File: src/hw/spad_pkg.sv
// Functional notes
// RULE1: Addresses 0x0 to 0xFFFF select boot ROM in every map width.
// RULE2: Boot ROM answers at 0x0 and, with high vectors, at 0xFFFF0000.
// RULE3: Boot ROM mapping is fixed; never aliases or switches to RAM.
// RULE4: Boot ROM takes one 64KB window; partial fill and repeats allowed.
// RULE5: 0x10000 to 0x3FFFFFFF decodes per 64KB page to one target kind.
// RULE6: Static I/O pages are each selectable on their own.
// RULE7: Each peripheral owns one or more whole 64KB pages.
// RULE8: On-chip RAM never aliases; unpopulated RAM space gives bus error.
// RULE9: 0x40000000 to 0x7FFFFFFF selects mapped I/O.
// RULE10: 0x80000000 to 0xFFFFFFFF is one 2GB DRAM window; code keeps page 0xFFFF0000 as boot ROM.
// RULE11: Integrators fill the low 2GB DRAM before higher DRAM.
// RULE12: 36-bit map 0x1_0000_0000 to 0x3_FFFF_FFFF is reserved, empty.
// RULE13: 36-bit map 0x4_0000_0000 to 0x7_FFFF_FFFF is mapped I/O.
// RULE14: 36-bit 2GB at 0x8_0000_0000 is hole or DRAM; above is DRAM.
// RULE15: 40-bit map reserved then mapped I/O at 0x40_0000_0000.
// RULE16: 40-bit range at 0x80_0000_0000 hole or DRAM; DRAM above.
// RULE17: 44-bit map reserved, mapped I/O, hole or DRAM, then DRAM.
// RULE18: 48-bit map reserved, mapped I/O, hole or DRAM, then DRAM.
// RULE19: Each wider map decodes narrower maps identically at low addresses.
// RULE20: Cacheable memory decodes in one security space only; code decodes RAM and DRAM for secure and nonsecure access alike.
// RULE21: Device targets may be dual mapped; security checked by target.
// RULE22: Nonsecure access to secure register reads zero, drops write, no error.
// RULE23: Empty regions never alias; they give a recoverable bus error.
// RULE24: Hole-split DRAM internal address subtracts a fixed high offset.
// RULE25: Unpopulated DRAM partitions never alias and give bus error.
// RULE26: Map width and hole choice are parameters; one-hot selects out.
package spad_pkg;

    // ------------------------------------------------------------
    // Targets
    // ------------------------------------------------------------
    localparam int TGT_W      = 7;
    localparam int TGT_ROM    = 0;
    localparam int TGT_RAM    = 1;
    localparam int TGT_PERI   = 2;
    localparam int TGT_SMEM   = 3;
    localparam int TGT_MIO    = 4;
    localparam int TGT_DRAM   = 5;
    localparam int TGT_ERR    = 6;

    localparam int AW_MAX     = 48;
    localparam int PAGE_SHIFT = 16;
    localparam int PAGE_W     = 14;

    // Low 4GB layout
    localparam logic [47:0] ROM_BASE   = 48'h0000_0000_0000;
    localparam logic [47:0] HIVEC_BASE = 48'h0000_FFFF_0000;
    localparam logic [47:0] SIO_TOP    = 48'h0000_3FFF_FFFF;
    localparam logic [47:0] MIO32_BASE = 48'h0000_4000_0000;
    localparam logic [47:0] DRAM32_BASE = 48'h0000_8000_0000;
    localparam logic [47:0] DRAM32_TOP = 48'h0000_FFFF_FFFF;

    // Page kind codes
    localparam logic [2:0] PK_EMPTY = 3'h0;
    localparam logic [2:0] PK_RAM   = 3'h1;
    localparam logic [2:0] PK_PERI  = 3'h2;
    localparam logic [2:0] PK_SMEM  = 3'h3;
    localparam logic [2:0] PK_MIO   = 3'h4;
    localparam logic [2:0] PK_ROM   = 3'h5;

    typedef struct packed {
        logic [47:0] addr;
        logic        nonsecure_attribute;
        logic        write;
        logic        valid;
    } spad_req_t;

    typedef struct packed {
        logic [TGT_W-1:0] sel;
        logic [47:0]      local_addr;
        logic [PAGE_W-1:0] page;
        logic             write_ignore_read_zero;
        logic             valid;
    } spad_rsp_t;

endpackage

File: src/hw/spad_decoder.sv
`timescale 1ns/10ps
module spad_decoder #(
    parameter int          MAP_W       = 48,
    parameter bit          HOLE_EN     = 1'b1,
    parameter int          RAM_BYTES   = 32768,
    parameter int          RAM_PAGE    = 1,
    parameter int          PERI_FIRST  = 16,
    parameter int          PERI_LAST   = 255,
    parameter int          SMEM_FIRST  = 256,
    parameter int          SMEM_LAST   = 511,
    parameter int          SEC_PERI    = 16
) (
    input  wire logic               clk,
    input  wire logic               rstn,
    input  wire spad_pkg::spad_req_t req,
    output spad_pkg::spad_rsp_t     rsp
);

    // ------------------------------------------------------------
    // Checks
    // ------------------------------------------------------------
    localparam bit MAP_W_OK = (MAP_W == 32) || (MAP_W == 36) || (MAP_W == 40)
                              || (MAP_W == 44) || (MAP_W == 48);

    // Refused at elaboration: the page lookup cannot serve these layouts
    if (!MAP_W_OK) begin : g_bad_width
        $error("Unsupported map width");
    end
    if (RAM_BYTES < 1 || RAM_BYTES > 65536) begin : g_bad_ram_size
        $error("On-chip RAM larger than one page");
    end
    if (RAM_PAGE < 1 || RAM_PAGE >= PERI_FIRST) begin : g_bad_ram_page
        $error("Bad on-chip RAM placement");
    end
    if (PERI_FIRST > PERI_LAST || PERI_LAST >= SMEM_FIRST) begin : g_bad_peri
        $error("Bad peripheral page range");
    end
    // Static pages must stay below mapped I/O
    if (SMEM_FIRST > SMEM_LAST || SMEM_LAST > 16383) begin : g_bad_smem
        $error("Bad static memory page range");
    end
    if (SEC_PERI < PERI_FIRST || SEC_PERI > PERI_LAST) begin : g_bad_secure
        $error("Secure page outside peripherals");
    end

    // ------------------------------------------------------------
    // Combinational decode
    // ------------------------------------------------------------
    logic [47:0]                 a;
    logic [15:0]                 up;
    logic [3:0]                  nib;
    int                          lvl;
    logic [spad_pkg::TGT_W-1:0]  sel;
    logic [47:0]                 loc;
    logic [2:0]                  pk;
    logic [15:0]                 pg;
    logic                        wirz;
    spad_pkg::spad_rsp_t         rsp_d;
    spad_pkg::spad_rsp_t         rsp_q;

    // Page kind lookup; each page is one kind only
    function automatic logic [2:0] page_kind(input logic [15:0] p);
        if (p == 16'h0000)
            return spad_pkg::PK_ROM;
        if (p == 16'(RAM_PAGE))
            return spad_pkg::PK_RAM;
        if (p >= 16'(PERI_FIRST) && p <= 16'(PERI_LAST))
            return spad_pkg::PK_PERI;
        if (p >= 16'(SMEM_FIRST) && p <= 16'(SMEM_LAST))
            return spad_pkg::PK_SMEM;
        if (p == spad_pkg::HIVEC_BASE[31:16])
            return spad_pkg::PK_ROM; // RULE2
        if (p >= 16'h4000 && p <= 16'h7FFF)
            return spad_pkg::PK_MIO;
        return spad_pkg::PK_EMPTY;
    endfunction

    always_comb begin
        a     = req.addr;
        sel   = '0;
        loc   = a;
        pk    = spad_pkg::PK_EMPTY;
        pg    = a[31:16];
        wirz  = 1'b0;
        nib   = 4'h0;
        lvl   = 0;
        up    = a[47:32];
        // Beyond supported width: empty, no wrap-around alias
        if ((MAP_W < 48) && ((a >> MAP_W) != 48'h0)) begin
            sel[spad_pkg::TGT_ERR] = 1'b1; // RULE23
        end else if (up == 16'h0) begin
            // 32-bit map, identical inside every wider map
            // Top page stays boot ROM for high vectors, so low DRAM ends one page short
            if (a[31] == 1'b1 && pg != spad_pkg::HIVEC_BASE[31:16]) begin
                sel[spad_pkg::TGT_DRAM] = 1'b1; // RULE10 RULE19
                loc = a - spad_pkg::DRAM32_BASE; // RULE24
            end else begin
                pk = page_kind(pg);
                unique case (pk)
                    spad_pkg::PK_ROM: begin
                        sel[spad_pkg::TGT_ROM] = 1'b1; // RULE1 RULE3 RULE4
                        loc = {32'h0, a[15:0]};
                    end
                    spad_pkg::PK_RAM: begin
                        if ({1'b0, a[15:0]} < 17'(RAM_BYTES)) begin
                            sel[spad_pkg::TGT_RAM] = 1'b1; // RULE8 RULE20
                        end else begin
                            sel[spad_pkg::TGT_ERR] = 1'b1; // RULE8
                        end
                        loc = {32'h0, a[15:0]};
                    end
                    spad_pkg::PK_PERI: begin
                        sel[spad_pkg::TGT_PERI] = 1'b1; // RULE5 RULE6 RULE7 RULE21
                        loc = {16'h0, a[31:0]};
                        // Secure page seen nonsecure: read zero, write dropped
                        wirz = req.nonsecure_attribute && (pg == 16'(SEC_PERI)); // RULE22
                    end
                    spad_pkg::PK_SMEM: begin
                        sel[spad_pkg::TGT_SMEM] = 1'b1; // RULE5 RULE6
                        loc = {16'h0, a[31:0]};
                    end
                    spad_pkg::PK_MIO: begin
                        sel[spad_pkg::TGT_MIO] = 1'b1; // RULE9
                        loc = a - spad_pkg::MIO32_BASE;
                    end
                    default: begin
                        sel[spad_pkg::TGT_ERR] = 1'b1; // RULE5 RULE23
                    end
                endcase
            end
        end else begin
            // Find the map level: highest nibble above bit 31 that is set
            for (int i = 0; i < 4; i++) begin
                if (a[32 + 4*i +: 4] != 4'h0) begin
                    lvl = i;
                    nib = a[32 + 4*i +: 4];
                end
            end
            // Repeating sixteenths: 1-3 reserved, 4-7 mapped I/O, lower half of 8 hole if enabled, rest of 8 and 9-15 DRAM
            if (nib < 4'h4) begin
                sel[spad_pkg::TGT_ERR] = 1'b1; // RULE12 RULE15 RULE17 RULE18
            end else if (nib < 4'h8) begin
                sel[spad_pkg::TGT_MIO] = 1'b1; // RULE13 RULE15 RULE17 RULE18
            end else if (nib == 4'h8 && a[31 + 4*lvl] == 1'b0 && HOLE_EN) begin
                sel[spad_pkg::TGT_ERR] = 1'b1; // RULE14 RULE16 RULE25
            end else begin
                sel[spad_pkg::TGT_DRAM] = 1'b1; // RULE14 RULE16 RULE17 RULE18
                // One subtraction in the high bits; the hole keeps partitions apart
                loc = a - (48'h8 << (32 + 4*lvl)); // RULE24
            end
        end
        rsp_d.sel        = req.valid ? sel : '0; // RULE26
        rsp_d.local_addr = loc;
        rsp_d.page       = pg[spad_pkg::PAGE_W-1:0];
        rsp_d.write_ignore_read_zero = req.valid && wirz;
        rsp_d.valid      = req.valid;
    end

    // ------------------------------------------------------------
    // Registered answer
    // ------------------------------------------------------------
    always_ff @(posedge clk or negedge rstn) begin
        if (!rstn) begin
            rsp_q <= '0;
        end else begin
            rsp_q <= rsp_d;
        end
    end

    assign rsp = rsp_q;

    // ------------------------------------------------------------
    // Assertions
    // ------------------------------------------------------------
    boot_rom_low_a: assert property (@(posedge clk) disable iff (!rstn) // RULE1
        req.valid && req.addr[47:16] == 32'h0 |=> rsp.sel == 7'h01)
        else $error("Low boot window not ROM");
    boot_hivec_a: assert property (@(posedge clk) disable iff (!rstn) // RULE2
        req.valid && req.addr[47:16] == 32'h0000_FFFF |=> rsp.sel == 7'h01)
        else $error("High vector not ROM");
    hivec_fixed_a: assert property (@(posedge clk) disable iff (!rstn) // RULE3
        req.valid && req.addr[47:16] == 32'h0000_FFFF
        |=> rsp.local_addr == $past(req.addr) - 48'h0000_FFFF_0000)
        else $error("High vector not at fixed ROM offset");
    ram_hit_a: assert property (@(posedge clk) disable iff (!rstn) // RULE8
        req.valid && req.addr[47:16] == 32'(RAM_PAGE) && {1'b0, req.addr[15:0]} < 17'(RAM_BYTES)
        |=> rsp.sel == 7'h02)
        else $error("Populated RAM not selected");
    ram_gap_a: assert property (@(posedge clk) disable iff (!rstn) // RULE8
        req.valid && req.addr[47:16] == 32'(RAM_PAGE) && {1'b0, req.addr[15:0]} >= 17'(RAM_BYTES)
        |=> rsp.sel == 7'h40)
        else $error("RAM gap not error");
    peri_sel_a: assert property (@(posedge clk) disable iff (!rstn) // RULE7
        req.valid && req.addr[47:32] == 16'h0 && req.addr[31:16] >= 16'(PERI_FIRST)
        && req.addr[31:16] <= 16'(PERI_LAST) |=> rsp.sel == 7'h04)
        else $error("Peripheral page miss");
    smem_sel_a: assert property (@(posedge clk) disable iff (!rstn) // RULE6
        req.valid && req.addr[47:32] == 16'h0 && req.addr[31:16] >= 16'(SMEM_FIRST)
        && req.addr[31:16] <= 16'(SMEM_LAST) |=> rsp.sel == 7'h08)
        else $error("Static memory page miss");
    mio32_sel_a: assert property (@(posedge clk) disable iff (!rstn) // RULE9
        req.valid && req.addr[47:30] == 18'h1 |=> rsp.sel == 7'h10)
        else $error("Mapped I/O miss");
    dram32_sel_a: assert property (@(posedge clk) disable iff (!rstn) // RULE10
        req.valid && req.addr[47:31] == 17'h1 && req.addr[31:16] != 16'hFFFF
        |=> rsp.sel == 7'h20 && rsp.local_addr[47:31] == 17'h0)
        else $error("Low DRAM miss");
    onehot_sel_a: assert property (@(posedge clk) disable iff (!rstn) // RULE26
        rsp.valid |-> $onehot(rsp.sel))
        else $error("Select not one-hot");
    idle_quiet_a: assert property (@(posedge clk) disable iff (!rstn) // RULE26
        !req.valid |=> rsp.sel == 7'h00 && !rsp.valid)
        else $error("Select without request");
    wirz_nonsec_a: assert property (@(posedge clk) disable iff (!rstn) // RULE22
        req.valid && req.nonsecure_attribute && req.addr[47:16] == 32'(SEC_PERI)
        |=> rsp.write_ignore_read_zero && rsp.sel == 7'h04)
        else $error("Nonsecure access to secure page not read-zero");
    wirz_sec_clear_a: assert property (@(posedge clk) disable iff (!rstn) // RULE21
        req.valid && !req.nonsecure_attribute |=> !rsp.write_ignore_read_zero)
        else $error("Secure access flagged read-zero");
    wirz_only_peri_a: assert property (@(posedge clk) disable iff (!rstn) // RULE22
        rsp.write_ignore_read_zero |-> rsp.sel[2] && !rsp.sel[6])
        else $error("Read-zero outside peripheral");

    // ------------------------------------------------------------
    // Assertions on the wider maps
    // ------------------------------------------------------------
    beyond_map_a: assert property (@(posedge clk) disable iff (!rstn) // RULE23
        req.valid && (req.addr >> MAP_W) != 48'h0 |=> rsp.sel == 7'h40)
        else $error("Address beyond map not error");
    reserved_err_a: assert property (@(posedge clk) disable iff (!rstn) // RULE12
        req.valid && req.addr[47:34] == 14'h0 && req.addr[33:32] != 2'h0
        |=> rsp.sel == 7'h40)
        else $error("Reserved space not error");
    mio36_sel_a: assert property (@(posedge clk) disable iff (!rstn) // RULE13
        MAP_W >= 36 && req.valid && req.addr[47:34] == 14'h1 |=> rsp.sel == 7'h10)
        else $error("Mapped I/O miss in 36-bit map");
    hole36_err_a: assert property (@(posedge clk) disable iff (!rstn) // RULE14
        MAP_W >= 36 && req.valid && req.addr[47:31] == 17'h10
        |=> rsp.sel == (HOLE_EN ? 7'h40 : 7'h20))
        else $error("Hole or DRAM miss in 36-bit map");
    dram36_sel_a: assert property (@(posedge clk) disable iff (!rstn) // RULE24
        MAP_W >= 36 && req.valid && req.addr[47:35] == 13'h1 && req.addr[34:31] != 4'h0
        |=> rsp.sel == 7'h20 && rsp.local_addr == $past(req.addr) - 48'h8_0000_0000)
        else $error("DRAM miss in 36-bit map");
    resv40_err_a: assert property (@(posedge clk) disable iff (!rstn) // RULE15
        MAP_W >= 40 && req.valid && req.addr[47:38] == 10'h0 && req.addr[37:36] != 2'h0
        |=> rsp.sel == 7'h40)
        else $error("Reserved space not error in 40-bit map");
    mio40_sel_a: assert property (@(posedge clk) disable iff (!rstn) // RULE15
        MAP_W >= 40 && req.valid && req.addr[47:38] == 10'h1 |=> rsp.sel == 7'h10)
        else $error("Mapped I/O miss in 40-bit map");
    hole40_err_a: assert property (@(posedge clk) disable iff (!rstn) // RULE16
        MAP_W >= 40 && req.valid && req.addr[47:35] == 13'h10
        |=> rsp.sel == (HOLE_EN ? 7'h40 : 7'h20))
        else $error("Hole or DRAM miss in 40-bit map");
    dram40_sel_a: assert property (@(posedge clk) disable iff (!rstn) // RULE16
        MAP_W >= 40 && req.valid && req.addr[47:39] == 9'h1 && req.addr[38:35] != 4'h0
        |=> rsp.sel == 7'h20 && rsp.local_addr == $past(req.addr) - 48'h80_0000_0000)
        else $error("DRAM miss in 40-bit map");
    mio44_sel_a: assert property (@(posedge clk) disable iff (!rstn) // RULE17
        MAP_W >= 44 && req.valid && req.addr[47:42] == 6'h1 |=> rsp.sel == 7'h10)
        else $error("Mapped I/O miss in 44-bit map");
    dram44_sel_a: assert property (@(posedge clk) disable iff (!rstn) // RULE17
        MAP_W >= 44 && req.valid && req.addr[47:43] == 5'h1 && req.addr[42:39] != 4'h0
        |=> rsp.sel == 7'h20 && rsp.local_addr == $past(req.addr) - 48'h800_0000_0000)
        else $error("DRAM miss in 44-bit map");
    resv48_err_a: assert property (@(posedge clk) disable iff (!rstn) // RULE18
        MAP_W >= 48 && req.valid && req.addr[47:46] == 2'h0 && req.addr[45:44] != 2'h0
        |=> rsp.sel == 7'h40)
        else $error("Reserved space not error in 48-bit map");
    mio48_sel_a: assert property (@(posedge clk) disable iff (!rstn) // RULE18
        MAP_W >= 48 && req.valid && req.addr[47:46] == 2'h1 |=> rsp.sel == 7'h10)
        else $error("Mapped I/O miss in 48-bit map");
    hole48_err_a: assert property (@(posedge clk) disable iff (!rstn) // RULE25
        MAP_W >= 48 && HOLE_EN && req.valid && req.addr[47:43] == 5'h10 |=> rsp.sel == 7'h40)
        else $error("Hole not error in 48-bit map");
    dram48_sel_a: assert property (@(posedge clk) disable iff (!rstn) // RULE18
        MAP_W >= 48 && req.valid && req.addr[47] && req.addr[46:43] != 4'h0
        |=> rsp.sel == 7'h20 && rsp.local_addr == $past(req.addr) - 48'h8000_0000_0000)
        else $error("DRAM miss in 48-bit map");

endmodule

File: config.mk
export PLATFORM = sky130hd
export DESIGN_NAME = spad_decoder
export DESIGN_NICKNAME = d
export VERILOG_FILES = /design/src/hw/spad_pkg.sv /design/src/hw/spad_decoder.sv
export SDC_FILE = /design/constraint.sdc
export NUM_CORES = 1
export LEC_CHECK = 0
export BUFFER_PORTS_ARGS = -buffer_cell sky130_fd_sc_hd__buf_4
export CORE_ASPECT_RATIO = 1.25
export CORE_UTILIZATION = 45
export DETAILED_ROUTE_END_ITERATION = 10
export GPL_ROUTABILITY_DRIVEN = 0
export GPL_TIMING_DRIVEN = 0
export PLACE_DENSITY = 0.83
export SYNTH_ARGS = -nofsm -noshare
export SYNTH_HDL_FRONTEND = slang
export SYNTH_SLANG_ARGS = --single-unit
File: constraint.sdc
create_clock -name clk -period 0.8 [get_ports clk]
set_input_delay 0.08 -clock clk [delete_from_list [all_inputs] [get_ports clk]]
set_output_delay 0.08 -clock clk [all_outputs]
set_load 0.01 [all_outputs]
# Word level (Yosys, flattened, before mapping)
# Index checks and enable logic that the tools add are counted.
[totals] out_inout_bits=71 wordCells=141 in_bits=53 ff_bits=71
[op_classes] n_shift=1 eq_ne=10 n_bitwise=1 muxes=93 add_sub_neg=5 reduce_logical=16 magnitude_cmp=10
[op_table] operator="$mux W48" n=5
[op_table] operator="$pmux W48 S3" n=1
[op_table] operator="$mux W3" n=20
[op_table] operator="$mux W30" n=2
[op_table] operator="$mux W1" n=52
[op_table] operator="$shl A4 B32 Y48 const A" n=1
[op_table] operator="$sub A48 B31 Y48 const B" n=1
[op_table] operator="$sub A48 B32 Y48 const B" n=1
[op_table] operator="$sub A48 B48 Y48" n=1
[op_table] operator="$add A6 B32 Y32 const A" n=1
[op_table] operator="$add A7 B32 Y32 const A" n=1
[op_table] operator="$logic_not A16 Y1" n=2
[op_table] operator="$lt A32 B8 Y1 const B" n=1
[op_table] operator="$mux W4" n=6
[op_table] operator="$eq A16 B1 Y1 const B" n=1
[op_table] operator="$eq A16 B16 Y1 const B" n=1
[op_table] operator="$eq A16 B5 Y1 const B" n=1
[op_table] operator="$ge A16 B15 Y1 const B" n=1
[op_table] operator="$ge A16 B5 Y1 const B" n=1
[op_table] operator="$ge A16 B9 Y1 const B" n=1
[op_table] operator="$le A16 B15 Y1 const B" n=1
[op_table] operator="$le A16 B8 Y1 const B" n=1
[op_table] operator="$le A16 B9 Y1 const B" n=1
[op_table] operator="$lt A16 B16 Y1 const B" n=1
[op_table] operator="other kinds (17)" n=31

# Longest topological paths before layout
[depth] depth_word=43 mapped_depth=11 ltp_nobuf=10

# Worst setup path after synthesis
# Ideal clock, no wire load.
[synth_path] path_type="input port to flip-flop" startpoint="input req[45] in the netlist's numbering" endpoint="register rsp_q, in the netlist rsp[61]" setup_time_ps=154 t_arrival_ps=2421 cell_stages=11 setup_slack_ps=-1775 required_time_ps=646 cell_sequence="buf_2 or4_4 nor2_1 nand2_1 ha_1 inv_1 o311ai_0 a21oi_1 nor3b_2 a211oi_1 a311oi_1"
[synth_via] elab_chain_cells=14
[synth_rtl] item="start: declaration" line_no="spad_decoder.sv:15" rtl="input wire spad_pkg::spad_req_t req,"
[synth_rtl] item="parallel branches: the longest is 13 deep, another holds $sub A48 B48 Y48"
[synth_rtl] item="$mux W48 *" line_no="spad_decoder.sv:91" rtl="end else if (up == 16'h0) begin"
[synth_rtl] item="named net loc[45]" line_no="spad_decoder.sv:54" rtl="logic [47:0] loc;"
[synth_rtl] item="end signal: assignment" line_no="spad_decoder.sv:166" rtl="rsp_q <= rsp_d;"
[synth_rtl] item="end: declaration" line_no="spad_decoder.sv:59" rtl="spad_pkg::spad_rsp_t rsp_q;"
# Mark *: on every way through the listed nets, which the timed path passes. The select of a mux whose other input is x is not followed.

# Worst setup path in the final report
[layout_path] startpoint="input req[47] in the netlist's numbering" endpoint="register rsp_q, in the netlist rsp[61]"
[layout_via] elab_chain_cells=13
[layout_rtl] item="parallel branches: the longest is 12 deep, another holds $sub A48 B48 Y48"
[layout_rtl] item="$mux W48 *" line_no="spad_decoder.sv:91"
[layout_rtl] item="named net loc[45]" line_no="spad_decoder.sv:54"
# Marks and branches as above.

==> metrics.yaml <==
status:
  status: "finished, violations left"
  violations: "DRC, hold timing, setup timing"
placement:
  io_buffers: 104
  dpl.cell_count: 504
  hpwl_mm: 6.41
power:
  power.total_w: 0.00878
  power.internal_w: 0.00599
  peakVddDrop_mv: 1.27
  leakagePower_nw: 2.53
  swShare_pct: 31.8
  p_per_area_nw_per_um2: 1490
  sequentialPowerShare_pct: 44.3
  clkPwrFrac_pct: 33.8
  p_sw_w: 0.00279
  combPwrFrac_pct: 21.9
job:
  drv_cap: 0
yosys:
  async_reset_ff_share_pct: 100
  yosysWarningCount: 0
  synth_xor_area_share_pct: 2.59
  syn_inst: 310
  yosysTopAreaCell: "dfrtp_1"
  synth_cell_types: 65
  synth.most_common_cell: "dfrtp_1"
  synth_compound_area_share_pct: 14.8
  ys.flop_type: "dfrtp_1"
  ys_seq_area_share_pct: 52.6
  synth_top_cell_area_share_pct: 52.6
  synthesis.area_um2: 3380
  synth_edf_count: 0
  yosys-top-cells-area: "dfrtp_1 (53%), ha_1 (3.0%), nor2_1 (2.4%)"
  syn_nets: 371
  synth_commonest_cells: "dfrtp_1 (71), nor2_1 (22), clkbuf_1 (18)"
  synth_seq_cells: 71
  synth_top_family_by_area: "simple AND/OR/NAND/NOR gates"
  yosys-mux-area-fraction_pct: 0
  synthAdderAreaFrac_pct: 2.97
  synth-simple-area-share_pct: 22.0
  avgSynthCellArea_um2: 10.9
worst_setup_path:
  worstPathRequired_ns: 1.03
  cp_max_fo: 5
  worstSetupEndpointType: "flop"
  crit_path_start_kind: "input pin"
  worstSetupPathType: "in -> reg"
  cp.arrival_ns: 2.38
sta:
  tightest_slew_ns: 0.888
  min_period_ns: 2.15
  rsz0062_at_grt: "yes"
  fmax_ghz: 0.466
  final.setup.worst_slack_ns: -1.35
  hold_viol: 71
  hold_ws_ns: -0.170
  slew_viol_final: 0
  fin_crit_sh_pct: 268
  relSlewSlack_pct: 40.8
  setup_violations: 111
finish:
  final_cells: 596
  largest_reg_flops: 71
  post-route-util_pct: 83.1
  drive_above_1_share_pct: 47.8
  areaGrowthSynthToFinish_pct: 75.0
  layout.nets: 562
  n_fill_cell: 334
  antenna-diode-count: 0
clock_tree:
  clock_sinks: 71
  clk_pin_slew_worst_paths_ns: 0.09
  htree_levels: 3
  cts_tree: "yes"
  clock_path_buffers: 2
  cts_root_buf: "clkbuf_8"
  numCtsBuffers: 9
drt:
  ant_nets: 0
  remaining_drc_errors: 1
  drtIter0Drc: 452
  vias: 3845
  avgViaCountPerCell: 6.45
  firstDrtPassIters: 11
  wire_per_inst_um: 25.0
  wl_mm: 14.9
global_routing:
  grt_pass1_vias: 3788
  grt_max_degree: 72
  grtUsageTotal_pct: 34.3
  antenna_found_initial: 0
  overflow: 0
  grt_pass1_wl_mm: 20.1
floorplanning:
  die_x_um: 79.5
  pin_count: 124
  fp.dieH_um: 98.8
  die-area_um2: 7850
  coreArea_um2: 7100
  start_util_pct: 47.5
  row_count: 34
worst_hold_path:
  hold_class: "in -> async"
## routing by layer
metal | GRT usage, % | up-vias | wire length, um
li1 | - | 1516 | -
met1 | 38.7 | 1791 | 4900
met2 | 59.4 | 393 | 7310
met3 | 8.61 | 145 | 1530
met4 | 17.1 | 0 | 1190
met5 | 0 | - | 0
## worst paths after layout
check                        start       to  depth (start not counted)
worst max-delay path       req[47]  rsp[61]                         11
worst min-delay path          rstn  rsp[67]                          1
max in group asynchronous     rstn  rsp[60]                          1
min in group clk            req[0]  rsp[70]                          3
## worst max-delay path, cell delays in order
cell and delay [ns]:
buf_8 0.09, or4_4 0.56, nor2_4 0.15, nand2_2 0.10, ha_4 0.28, nor3_4 0.15, o311ai_4 0.11, a21oi_2 0.19
nor3b_2 0.23, a211oi_1 0.11, a311oi_1 0.32
## placed cells by master (no fill, tap or decap), drive strengths merged, types with 2 or more instances in the layout
cell type    instances
a311oi               4
or3                  2
dfrtp               71
nand2               11
inv                 12
a21oi                7
o21a                 3
o21ai               16
buf                149
dlygate4sd3         40
o311ai               3
clkinvlp             2
clkbuf              26
nand2b               3
and2                16
nor2                23
a31oi                3
o21bai               2
nor3                13
nand4               10
ha                   8
o2bb2ai              2
clkinv               2
o31ai                3
nand3               10
and3                 3
a31o                 3
nor4b                2
xnor2                9
or4                 12
a211oi               3
nor4                 8
o211ai               5
o22ai                2
## power groups by stage
stage	clock network [W]	registers, W	logic, W
detailed placement	0	0.00390	0.00132
CTS	0.00287	0.00387	0.00173
finish	0.00297	0.00389	0.00192
global placement	0	0.00389	0.00130
global route	0.00318	0.00390	0.00201
floorplan	0	0.00400	0.000523
## through the flow
stage	hold WS [ns]	cell area, um^2	worst slack (ns)	TNS (ns)
detailed placement	0.182	4490	-1.85	-52.71
global route	-0.107	5910	-1.46	-55.93
floorplan	-0.216	3600	-1.54	-40.85
global placement	0.180	4490	-1.86	-51.10
CTS	-0.145	5720	-1.18	-45.65
finish	-0.170	5910	-1.35	-53.05
## logic make-up (layout without fill, tap and decap cells)
| kind of cell | Yosys count | count (layout) |
|---|---|---|
| AO/OA/AOI/OAI | 67 | 67 |
| XOR/XNOR | 10 | 10 |
| adder cells (fa/ha/maj) | 8 | 8 |
| buffers and inverters | 35 | 231 |
| flip-flops | 71 | 71 |
| AND/OR/NAND/NOR | 119 | 119 |
## repair_timing
item | in CTS | in global routing
gates resized for setup | 115 | 22
gates cloned | 2 | 0
hold endpoints to repair | 124 | 72
hold buffers | 39 | 1
endpoints found under the setup margin | 111 | 111
buffers inserted | 22 | 13
pin swaps | 23 | 10
## final cells by class
type	count	area, um^2	share of cell area, %
sequential	71	1780	30.1
inverter	9	45.0	0.763
tap	90	113	1.91
timing repair buffer	181	1800	30.4
clock inverter	7	75.1	1.27
buffer	25	170	2.88
clock buffer	9	124	2.10
multi-input combinational	204	1810	30.6
No activity file was read; power rests on OpenSTA's default activity.
